<file path="config.mk">
export PLATFORM = sky130hd
export DESIGN_NAME = sp0_uart
export DESIGN_NICKNAME = d
export VERILOG_FILES = /design/src/logic/sp0_pkg.sv /design/src/logic/sp0_uart.sv
export SDC_FILE = /design/constraint.sdc
export NUM_CORES = 1
export LEC_CHECK = 0
export BUFFER_PORTS_ARGS = -buffer_cell sky130_fd_sc_hd__buf_4
export CELL_PAD_IN_SITES_DETAIL_PLACEMENT = 0
export CELL_PAD_IN_SITES_GLOBAL_PLACEMENT = 1
export CORE_ASPECT_RATIO = 0.8
export CORE_MARGIN = 10
export CORE_UTILIZATION = 25
export DETAILED_ROUTE_END_ITERATION = 10
export GPL_TIMING_DRIVEN = 0
export PLACE_DENSITY_LB_ADDON = 0.12
export SYNTH_ARGS = -nofsm -noshare
export SYNTH_HDL_FRONTEND = slang
export SYNTH_SLANG_ARGS = --single-unit
</file>
<file path="constraint.sdc">
create_clock -name clk -period 8.59 [get_ports clk]
set_input_delay 1.2885 -clock clk [delete_from_list [all_inputs] [get_ports clk]]
set_output_delay 1.2885 -clock clk [all_outputs]
set_load 0.02 [all_outputs]
</file>
<file path="src/logic/sp0_pkg.sv">
package sp0_pkg;

   // register addresses on the special-function port
   localparam logic [7:0] ADDR_POWER_CTRL = 8'h87;
   localparam logic [7:0] ADDR_SERIAL_CTRL = 8'h98;
   localparam logic [7:0] ADDR_DATA_BUF = 8'h99;
   localparam logic [7:0] ADDR_IRQ_ENABLE_BITS = 8'ha8;
   localparam logic [7:0] ADDR_SLAVE_MATCH = 8'ha9;
   localparam logic [7:0] ADDR_ADDRESS_MASK = 8'hb9;
   localparam logic [7:0] ADDR_EVENT_STATUS = 8'hda;
   localparam logic [7:0] ADDR_EVENT_ENABLE = 8'hdb;
   localparam logic [7:0] ADDR_EVENT_CLEAR = 8'hdc;
   localparam logic [7:0] ADDR_BAUD_DIV = 8'hdd;

   // serial control fields
   localparam int CTRL_MODE0_FE = 7;
   localparam int CTRL_MODE_HIGH = 6;
   localparam int CTRL_MPROC = 5;
   localparam int CTRL_RX_EN = 4;
   localparam int CTRL_TX_NINTH = 3;
   localparam int CTRL_RX_NINTH = 2;
   localparam int CTRL_TX_DONE = 1;
   localparam int CTRL_RX_DONE = 0;

   // power control fields
   localparam int POWER_CONTROL_REG_BAUD_DOUBLER = 7;
   localparam int POWER_CONTROL_REG_FRAME_CHECK = 6;

   // interrupt enable fields
   localparam int IEN_GLOBAL = 7;
   localparam int IEN_SERIAL0 = 4;

   // event status bits
   localparam int EV_TX_DONE = 0;
   localparam int EV_RX_DONE = 1;
   localparam int EV_FRAME_ERR = 2;

   // reset values
   localparam logic [7:0] RESET_BYTE = 8'h00;
   localparam logic [7:0] RESET_BAUD_DIV = 8'h00;

   // mode 0 shift clock: 12 or 4 oscillator clocks per bit
   localparam int M0_SLOW_CLKS = 12;
   localparam int M0_FAST_CLKS = 4;
   localparam logic [3:0] M0_SLOW_LAST = 4'(M0_SLOW_CLKS - 1);
   localparam logic [3:0] M0_FAST_LAST = 4'(M0_FAST_CLKS - 1);

   // async bit split into 16 ticks; mode 2 bit is 64 or 32 clocks
   localparam int OVERSAMPLE = 16;
   localparam int M2_BIT_CLKS = 64;
   localparam logic [8:0] M2_TICK_LAST_SLOW = 9'(M2_BIT_CLKS / OVERSAMPLE - 1);
   localparam logic [8:0] M2_TICK_LAST_FAST = 9'(M2_BIT_CLKS / OVERSAMPLE / 2 - 1);
   localparam logic [3:0] TICK_MID = 4'h7;
   localparam logic [3:0] TICK_LAST = 4'hf;
   localparam logic [2:0] LAST_DATA_BIT = 3'h7;

   typedef enum logic [2:0] {
      TX_IDLE = 3'b000,
      TX_WAIT = 3'b001,
      TX_START = 3'b010,
      TX_DATA = 3'b011,
      TX_NINTH = 3'b100,
      TX_STOP = 3'b101
   } sp0_tx_state_t;

   typedef enum logic [2:0] {
      RX_IDLE = 3'b000,
      RX_START = 3'b001,
      RX_DATA = 3'b010,
      RX_NINTH = 3'b011,
      RX_STOP = 3'b100
   } sp0_rx_state_t;

endpackage : sp0_pkg

</file>
<file path="src/logic/sp0_uart.sv">
module sp0_uart
   import sp0_pkg::*;
(
   // clock and reset
   input wire logic clk,
   input wire logic rst,
   // register port
   input wire logic [7:0] addr,
   input wire logic [7:0] wdata,
   input wire logic wr,
   input wire logic rd,
   output logic [7:0] rdata,
   // serial pins
   output logic txd,
   input wire logic rxd_in,
   output logic rxd_out,
   output logic rxd_oe_n,
   // interrupts
   output logic irq,
   output logic serial0_irq
);

   // masked compare of a received address byte
   function automatic logic sp0_addr_match(input logic [7:0] data, input logic [7:0] match,
                                           input logic [7:0] mask);
      sp0_addr_match = ((data ^ match) & mask) == 8'h00;
   endfunction : sp0_addr_match

   // register state
   logic mode_bit0_or_frame_error;
   logic frame_error;
   logic mode_select_high;
   logic multiproc_filter;
   logic receive_enable;
   logic ninth_bit_to_send;
   logic ninth_bit_received;
   logic tx_done_flag;
   logic rx_done_flag;
   logic [7:0] rx_buf;
   logic [7:0] interrupt_enable_bits;
   logic [7:0] slave_match_address;
   logic [7:0] address_mask;
   logic [7:0] power_control_reg;
   logic [7:0] baud_div;
   logic [2:0] event_status;
   logic [2:0] event_enable;

   // datapath state
   sp0_tx_state_t tx_state;
   sp0_rx_state_t rx_state;
   logic [3:0] tx_sub;
   logic [3:0] rx_sub;
   logic [2:0] tx_cnt;
   logic [2:0] rx_cnt;
   logic [7:0] tx_shift;
   logic [7:0] rx_shift;
   logic rx_ninth;
   logic rxd_prev;
   logic [8:0] bcnt;
   logic [3:0] m0cnt;

   // address decode
   wire wr_ctrl = wr && (addr == ADDR_SERIAL_CTRL);
   wire wr_data = wr && (addr == ADDR_DATA_BUF);
   wire wr_ien = wr && (addr == ADDR_IRQ_ENABLE_BITS);
   wire wr_match = wr && (addr == ADDR_SLAVE_MATCH);
   wire wr_mask = wr && (addr == ADDR_ADDRESS_MASK);
   wire wr_power_control_reg = wr && (addr == ADDR_POWER_CTRL);
   wire wr_ev_en = wr && (addr == ADDR_EVENT_ENABLE);
   wire wr_ev_clr = wr && (addr == ADDR_EVENT_CLEAR);
   wire wr_baud = wr && (addr == ADDR_BAUD_DIV);

   // mode decode
   wire baud_doubler = power_control_reg[POWER_CONTROL_REG_BAUD_DOUBLER];
   wire frame_check_select = power_control_reg[POWER_CONTROL_REG_FRAME_CHECK];
   wire [1:0] mode = {mode_bit0_or_frame_error, mode_select_high};
   wire mode0 = (mode == 2'b00);
   wire mode1 = (mode == 2'b01);
   wire mode2 = (mode == 2'b10);
   wire nine_bit = mode_bit0_or_frame_error; // modes 2 and 3 carry a ninth bit
   wire ctrl_bit7 = frame_check_select ? frame_error : mode_bit0_or_frame_error;

   // 16x tick: mode 2 fixed, modes 1 and 3 from the divider, halved by doubler
   wire [8:0] m2_last = baud_doubler ? M2_TICK_LAST_FAST : M2_TICK_LAST_SLOW;
   wire [8:0] var_last = baud_doubler ? {1'b0, baud_div} : {baud_div, 1'b1};
   wire [8:0] tick_last = mode2 ? m2_last : var_last;
   wire btick = (bcnt >= tick_last);

   // mode 0 bit timing; the shift clock is low in the first half of a bit
   wire [3:0] m0_last = multiproc_filter ? M0_FAST_LAST : M0_SLOW_LAST;
   wire [3:0] m0_half = m0_last >> 1;
   wire m0_end = (m0cnt == m0_last);
   wire [3:0] m0_next = m0_end ? 4'h0 : m0cnt + 4'h1;
   wire sclk_next = (m0_next > m0_half);
   wire m0_sample = (m0cnt == m0_half);

   // transmit bit steps and done event
   wire tx_step = mode0 ? m0_end : (btick && tx_sub == TICK_LAST);
   wire tx_busy = (tx_state != TX_IDLE);
   wire ti_set = tx_step && ((tx_state == TX_DATA && tx_cnt == LAST_DATA_BIT && (mode0 || !nine_bit))
                             || tx_state == TX_NINTH);

   // receive sample points and frame completion
   wire rx_mid = btick && (rx_sub == TICK_MID);
   wire rx_end = btick && (rx_sub == TICK_LAST);
   wire rx_m0_active = mode0 && (rx_state == RX_DATA);
   wire rx_finish = mode0 ? (rx_state == RX_DATA && m0_end && rx_cnt == LAST_DATA_BIT)
                          : (rx_state == RX_STOP && rx_mid);
   // mode 0 receive clock: low from the start boundary like transmit, held high after the last bit
   wire rx_m0_go = mode0 && receive_enable && (rx_state == RX_IDLE) && m0_end && !rx_done_flag && !tx_busy;
   wire rx_m0_clk = rx_m0_go ? 1'b0 : ((rx_m0_active && !rx_finish) ? sclk_next : 1'b1);
   wire addr_ok = sp0_addr_match(rx_shift, slave_match_address, address_mask);
   wire accept_m1 = !multiproc_filter || rxd_in;
   wire accept_m23 = !multiproc_filter || (rx_ninth && addr_ok);
   wire accept = mode0 ? 1'b1 : (mode1 ? accept_m1 : accept_m23);
   wire rx_load = rx_finish && !rx_done_flag && accept;
   wire fe_set = rx_finish && !mode0 && !rxd_in;
   wire load_rb8 = rx_load && !mode0 && (nine_bit || !multiproc_filter);
   wire rb8_value = nine_bit ? rx_ninth : rxd_in;
   wire [2:0] events = {fe_set, rx_load, ti_set};

   // read mux
   wire [7:0] ctrl_read = {ctrl_bit7, mode_select_high, multiproc_filter, receive_enable,
                           ninth_bit_to_send, ninth_bit_received, tx_done_flag, rx_done_flag};
   wire [7:0] read_mux = (addr == ADDR_SERIAL_CTRL) ? ctrl_read :
                         (addr == ADDR_DATA_BUF) ? rx_buf :
                         (addr == ADDR_IRQ_ENABLE_BITS) ? interrupt_enable_bits :
                         (addr == ADDR_SLAVE_MATCH) ? slave_match_address :
                         (addr == ADDR_ADDRESS_MASK) ? address_mask :
                         (addr == ADDR_POWER_CTRL) ? power_control_reg :
                         (addr == ADDR_EVENT_STATUS) ? {5'h00, event_status} :
                         (addr == ADDR_EVENT_ENABLE) ? {5'h00, event_enable} :
                         (addr == ADDR_BAUD_DIV) ? baud_div : 8'h00;
   wire serial_req = tx_done_flag || rx_done_flag;

   // read data, valid only in the cycle after the strobe
   always_ff @(posedge clk) begin
      if (rst) begin
         rdata <= RESET_BYTE;
      end else begin
         rdata <= rd ? read_mux : RESET_BYTE;
      end
   end

   // plain software registers
   always_ff @(posedge clk) begin
      if (rst) begin
         interrupt_enable_bits <= RESET_BYTE;
         slave_match_address <= RESET_BYTE;
         address_mask <= RESET_BYTE;
         power_control_reg <= RESET_BYTE;
         baud_div <= RESET_BAUD_DIV;
         event_enable <= 3'h0;
      end else begin
         if (wr_ien) interrupt_enable_bits <= wdata;
         if (wr_match) slave_match_address <= wdata;
         if (wr_mask) address_mask <= wdata;
         if (wr_power_control_reg) power_control_reg <= wdata;
         if (wr_baud) baud_div <= wdata;
         if (wr_ev_en) event_enable <= wdata[2:0];
      end
   end

   // serial control: hardware set wins over a software write in the same cycle
   always_ff @(posedge clk) begin
      if (rst) begin
         mode_bit0_or_frame_error <= 1'b0;
         frame_error <= 1'b0;
         mode_select_high <= 1'b0;
         multiproc_filter <= 1'b0;
         receive_enable <= 1'b0;
         ninth_bit_to_send <= 1'b0;
         ninth_bit_received <= 1'b0;
         tx_done_flag <= 1'b0;
         rx_done_flag <= 1'b0;
      end else begin
         if (wr_ctrl && !frame_check_select) mode_bit0_or_frame_error <= wdata[CTRL_MODE0_FE];
         frame_error <= fe_set || ((wr_ctrl && frame_check_select) ? wdata[CTRL_MODE0_FE] : frame_error);
         if (wr_ctrl) begin
            mode_select_high <= wdata[CTRL_MODE_HIGH];
            multiproc_filter <= wdata[CTRL_MPROC];
            receive_enable <= wdata[CTRL_RX_EN];
            ninth_bit_to_send <= wdata[CTRL_TX_NINTH];
         end
         ninth_bit_received <= load_rb8 ? rb8_value : (wr_ctrl ? wdata[CTRL_RX_NINTH] : ninth_bit_received);
         tx_done_flag <= ti_set || (wr_ctrl ? wdata[CTRL_TX_DONE] : tx_done_flag);
         rx_done_flag <= rx_load || (wr_ctrl ? wdata[CTRL_RX_DONE] : rx_done_flag);
      end
   end

   // receive buffer is a separate register from the transmit shifter
   always_ff @(posedge clk) begin
      if (rst) begin
         rx_buf <= RESET_BYTE;
      end else if (rx_load) begin
         rx_buf <= rx_shift;
      end
   end

   // event status, enable and interrupt outputs
   always_ff @(posedge clk) begin
      if (rst) begin
         event_status <= 3'h0;
         irq <= 1'b0;
         serial0_irq <= 1'b0;
      end else begin
         event_status <= (event_status & ~(wr_ev_clr ? wdata[2:0] : 3'h0)) | events;
         irq <= |(event_status & event_enable);
         serial0_irq <= interrupt_enable_bits[IEN_GLOBAL] && interrupt_enable_bits[IEN_SERIAL0]
                        && serial_req;
      end
   end

   // bit timing counters run freely
   always_ff @(posedge clk) begin
      if (rst) begin
         bcnt <= 9'h000;
         m0cnt <= 4'h0;
      end else begin
         bcnt <= btick ? 9'h000 : bcnt + 9'h001;
         m0cnt <= m0_next;
      end
   end

   // transmitter; in mode 0 the transmit pin carries the shift clock
   always_ff @(posedge clk) begin
      if (rst) begin
         tx_state <= TX_IDLE;
         tx_sub <= 4'h0;
         tx_cnt <= 3'h0;
         tx_shift <= RESET_BYTE;
         txd <= 1'b1;
         rxd_out <= 1'b1;
         rxd_oe_n <= 1'b1;
      end else begin
         if (btick) tx_sub <= tx_sub + 4'h1;
         case (tx_state)
            TX_IDLE: begin
               rxd_oe_n <= 1'b1;
               txd <= rx_m0_clk;
               if (wr_data) begin
                  tx_shift <= wdata;
                  tx_cnt <= 3'h0;
                  tx_sub <= 4'h0;
                  tx_state <= mode0 ? TX_WAIT : TX_START;
                  if (!mode0) txd <= 1'b0;
               end
            end
            TX_WAIT: begin
               if (m0_end) begin
                  tx_state <= TX_DATA;
                  rxd_oe_n <= 1'b0;
                  rxd_out <= tx_shift[0];
                  txd <= 1'b0;
               end
            end
            TX_START: begin
               if (tx_step) begin
                  tx_state <= TX_DATA;
                  txd <= tx_shift[0];
               end
            end
            TX_DATA: begin
               if (mode0) txd <= sclk_next;
               if (tx_step) begin
                  tx_shift <= tx_shift >> 1;
                  tx_cnt <= tx_cnt + 3'h1;
                  if (tx_cnt != LAST_DATA_BIT) begin
                     if (mode0) rxd_out <= tx_shift[1];
                     else txd <= tx_shift[1];
                  end else if (mode0) begin
                     tx_state <= TX_IDLE;
                     rxd_oe_n <= 1'b1;
                     txd <= 1'b1;
                  end else if (nine_bit) begin
                     tx_state <= TX_NINTH;
                     txd <= ninth_bit_to_send;
                  end else begin
                     tx_state <= TX_STOP;
                     txd <= 1'b1;
                  end
               end
            end
            TX_NINTH: begin
               if (tx_step) begin
                  tx_state <= TX_STOP;
                  txd <= 1'b1;
               end
            end
            TX_STOP: begin
               if (tx_step) tx_state <= TX_IDLE;
            end
            default: begin
               tx_state <= TX_IDLE;
               txd <= 1'b1;
            end
         endcase
      end
   end

   // receiver
   always_ff @(posedge clk) begin
      if (rst) begin
         rx_state <= RX_IDLE;
         rx_sub <= 4'h0;
         rx_cnt <= 3'h0;
         rx_shift <= RESET_BYTE;
         rx_ninth <= 1'b0;
         rxd_prev <= 1'b1;
      end else begin
         rxd_prev <= rxd_in;
         if (btick) rx_sub <= rx_sub + 4'h1;
         if (!receive_enable) begin
            rx_state <= RX_IDLE;
         end else begin
            case (rx_state)
               RX_IDLE: begin
                  rx_cnt <= 3'h0;
                  rx_sub <= 4'h0;
                  if (mode0) begin
                     if (rx_m0_go) rx_state <= RX_DATA;
                  end else if (rxd_prev && !rxd_in) begin
                     rx_state <= RX_START;
                  end
               end
               RX_START: begin
                  if (rx_mid && rxd_in) rx_state <= RX_IDLE;
                  else if (rx_end) rx_state <= RX_DATA;
               end
               RX_DATA: begin
                  if (mode0 ? m0_sample : rx_mid) rx_shift <= {rxd_in, rx_shift[7:1]};
                  if (mode0 ? m0_end : rx_end) begin
                     rx_cnt <= rx_cnt + 3'h1;
                     if (rx_cnt == LAST_DATA_BIT) begin
                        rx_state <= mode0 ? RX_IDLE : (nine_bit ? RX_NINTH : RX_STOP);
                     end
                  end
               end
               RX_NINTH: begin
                  if (rx_mid) rx_ninth <= rxd_in;
                  if (rx_end) rx_state <= RX_STOP;
               end
               RX_STOP: begin
                  if (rx_mid) rx_state <= RX_IDLE;
               end
               default: begin
                  rx_state <= RX_IDLE;
               end
            endcase
         end
      end
   end

endmodule : sp0_uart

</file>
==> impl_metrics.env <==
export IMPL_path_class="register to register"
export IMPL_cts_tree="built"
export IMPL_rows=54
export IMPL_whs_ns=0.4545
export IMPL_initial_utilization_pct=25.32
export IMPL_yosysTopAreaCellShare_pct=36.97
export IMPL_areaGrowthSynthToFinish_pct=18.61
export IMPL_rsz0062_at_grt="no"
export IMPL_cts_made_buffers=17
export IMPL_clock_skew_ns=0.008853
export IMPL_synth_top_cell_by_area="dfxtp_1"
export IMPL_maxSlewViolCount=0
export IMPL_hold_class="register to register"
export IMPL_ant_nets=0
export IMPL_min_period_ns=3.566
export IMPL_io_buffers=27
export IMPL_place_ws_ns=4.974
export IMPL_grt_remaining_overflow=0
export IMPL_grt_usage_pct=15.27
export IMPL_die_area_um2=34590
export IMPL_fp_dieH_um=168.4
export IMPL_final_nets=907
export IMPL_htree_levels=4
export IMPL_drt_initial_drc_count=449
export IMPL_worst_slew_pin_slew_ns=1.094
export IMPL_worstPathArrival_ns=3.88
export IMPL_fin_setup_tns_ns=0
export IMPL_grt_max_degree=17
export IMPL_firstDrtPassIters=4
export IMPL_ios=34
export IMPL_grt_antenna_before_repair=1
export IMPL_holdBufCountCts=0
export IMPL_hpwlAfterDp_mm=19.59
export IMPL_outcome="finished clean"
export IMPL_drc=0
export IMPL_nFillCells=2942
export IMPL_worst_r2r_cell_count=13
export IMPL_synth_area_per_cell_um2=8.388
export IMPL_stdcell_area_um2=8158
export IMPL_cts_max_path_buffers=2
export IMPL_vias_per_cell=4.939
export IMPL_yosysWarnings=0
export IMPL_synth_seq_cells=127
export IMPL_power_density_nw_per_um2=197.1
export IMPL_fmax_mhz=280.4
export IMPL_cts_root_buffer="clkbuf_16"
export IMPL_ys_flop_type="dfxtp_1"
export IMPL_synth_seq_area_share_pct=36.97
export IMPL_die_w_um=205.4
export IMPL_ys_types=85
export IMPL_drive_above_1_share_pct=13.08
export IMPL_max_vdd_ir_drop_mv=0.1397
export IMPL_synth_area_um2=6878
export IMPL_worst_path_max_fanout=10
export IMPL_postCtsSetupRepairBufs=0
export IMPL_grt_pass1_vias=6118
export IMPL_wl_mm=26.02
export IMPL_clk_latency_ns=0.43
export IMPL_end_kind="register"
export IMPL_hold_viol=0
export IMPL_cts_num_sinks=127
export IMPL_post_cts_resized=0
export IMPL_drv_cap=0
export IMPL_slew_headroom_pct=26.51
export IMPL_grt_pass1_wl_mm=39.70
export IMPL_largest_reg_flops=9
export IMPL_ys_top_cells_by_area="dfxtp_1 (37%), mux2i_1 (5.7%), a21oi_1 (4.9%), nor2_1 (4.7%), nand2_1 (4.5%)"
export IMPL_core_um2=27160
export IMPL_p_leak_uw=0.002949
export IMPL_min_path_cells=2
export IMPL_power_total_uw=1608
export IMPL_clkTransAtPathRegs_ns=0.06
export IMPL_synth_edf_count=0
export IMPL_syn_inst=820
export IMPL_async_reset_ff_share_pct=0
export IMPL_cp_required_ns=8.91
export IMPL_gp_congestion=0.8525
export IMPL_via_count=6144
export IMPL_fin_crit_sh_pct=41.51
export IMPL_place_area_um2=7536
export IMPL_setup_ws_ns=5.024
export IMPL_top_register="bcnt"
export IMPL_syn_nets=861
export IMPL_post_drt_wl_per_cell_um=20.91
export IMPL_setup_viol=0
export IMPL_start_kind="register"
power breakdown:
| group | total, uW | leakage, uW | internal (uW) | switching [uW] |
|---|---|---|---|---|
| Combinational | 206 | 0.00164 | 69.6 | 137 |
| Sequential | 621 | 0.00102 | 605 | 16.5 |
| Clock | 781 | 0.000288 | 485 | 296 |
| Total | 1610 | 0.00295 | 1160 | 449 |
synthesized netlist by cell type (all sizes together), types with 4 or more instances:
library cell / n
nor2b: 9
a31o: 4
nand3: 41
a31oi: 9
o211ai: 4
o21ai: 30
o221a: 8
buf: 19
xnor2: 5
o21a: 4
nor2: 90
nand2b: 29
dfxtp: 127
a22o: 6
a221oi: 7
nand4: 12
xor2: 20
or3: 4
clkbuf: 35
inv: 23
a21o: 4
nand2: 83
nor3: 18
o22ai: 4
ha: 20
mux2i: 39
nand3b: 4
and2: 4
a22oi: 14
mux2: 8
or2: 5
and3: 8
a21oi: 68
nor4: 6
routing by layer:
layer	GRT usage, %	share of wire (%)	vias up
met5	0	0	-
met4	3.797	1.2	0
met3	3.146	3.9	17
met2	20.89	40	95
met1	23.29	55	2989
li1	-	-	3043
cells by family after synthesis:
family                   count (synthesis)  share of synthesized area (%)
AO/OA/AOI/OAI                          194                          19.77
flip-flops                             127                          36.97
XOR/XNOR                                25                          3.293
AND/OR/NAND/NOR                        329                          24.18
multiplexers                            47                          7.040
adder cells (fa/ha/maj)                 21                          3.802
buffers and inverters                   77                          4.948
worst max-delay path, stage by stage (launching register included):
cell	delay, ns
dfxtp_1	0.30
buf_2	0.20
clkbuf_1	0.54
nand2_1	0.34
nand3b_1	0.19
ha_1	0.17
nand4_1	0.08
or2_1	0.27
o211a_1	0.23
buf_6	0.16
o31ai_4	0.28
and3_4	0.23
buf_12	0.14
mux2_4	0.30
final timing paths:
kind,from,to,slack [ns]
worst min-delay path,power_control_reg[0],power_control_reg[0],0.45
worst min register to register,power_control_reg[0],power_control_reg[0],0.45
worst max register to register,mode_bit0_or_frame_error,ninth_bit_received,5.02
worst max-delay path,mode_bit0_or_frame_error,ninth_bit_received,5.02
per-stage QoR:
stage | cells | utilization [%]
after global routing | 1244 | 30.04
final | 1244 | 30.04
after global placement | 1211 | 27.75
after CTS | 1243 | 30.03
after floorplan | 820 | -
after detailed placement | 1211 | 27.75
final cells by class:
cell class              count  area (um2)  area share [%]
diodes                      1       2.502         0.03067
plain buffers              54       254.0           3.114
clock buffers              18       429.2           5.261
clock inverters            14       190.2           2.331
inverters                  23       86.33           1.058
multi-input cells         616        3995           48.97
flip-flops and latches    127        2542           31.17
well taps                 364       455.4           5.583
repair buffers             27       202.7           2.485
placed cells by master (no fill, tap or decap), drive strengths merged, types with 4 or more instances in the layout:
cell,instances
a22oi,14
or3,4
inv,24
nor3,18
nor2,90
mux2,8
nand2b,29
xnor2,5
clkinvlp,5
bufinv,4
ha,20
o21ai,30
a31o,4
o21a,4
a21o,4
a221oi,7
buf,46
and3,8
clkinv,4
nand2,83
a22o,6
o22ai,4
nand3,41
and2,4
mux2i,39
or2,5
nor4,6
o211ai,4
xor2,20
a21oi,68
a31oi,9
clkbuf,53
dfxtp,127
nand3b,4
nor2b,9
o221a,8
nand4,12
(Power assumes the default switching activity.)
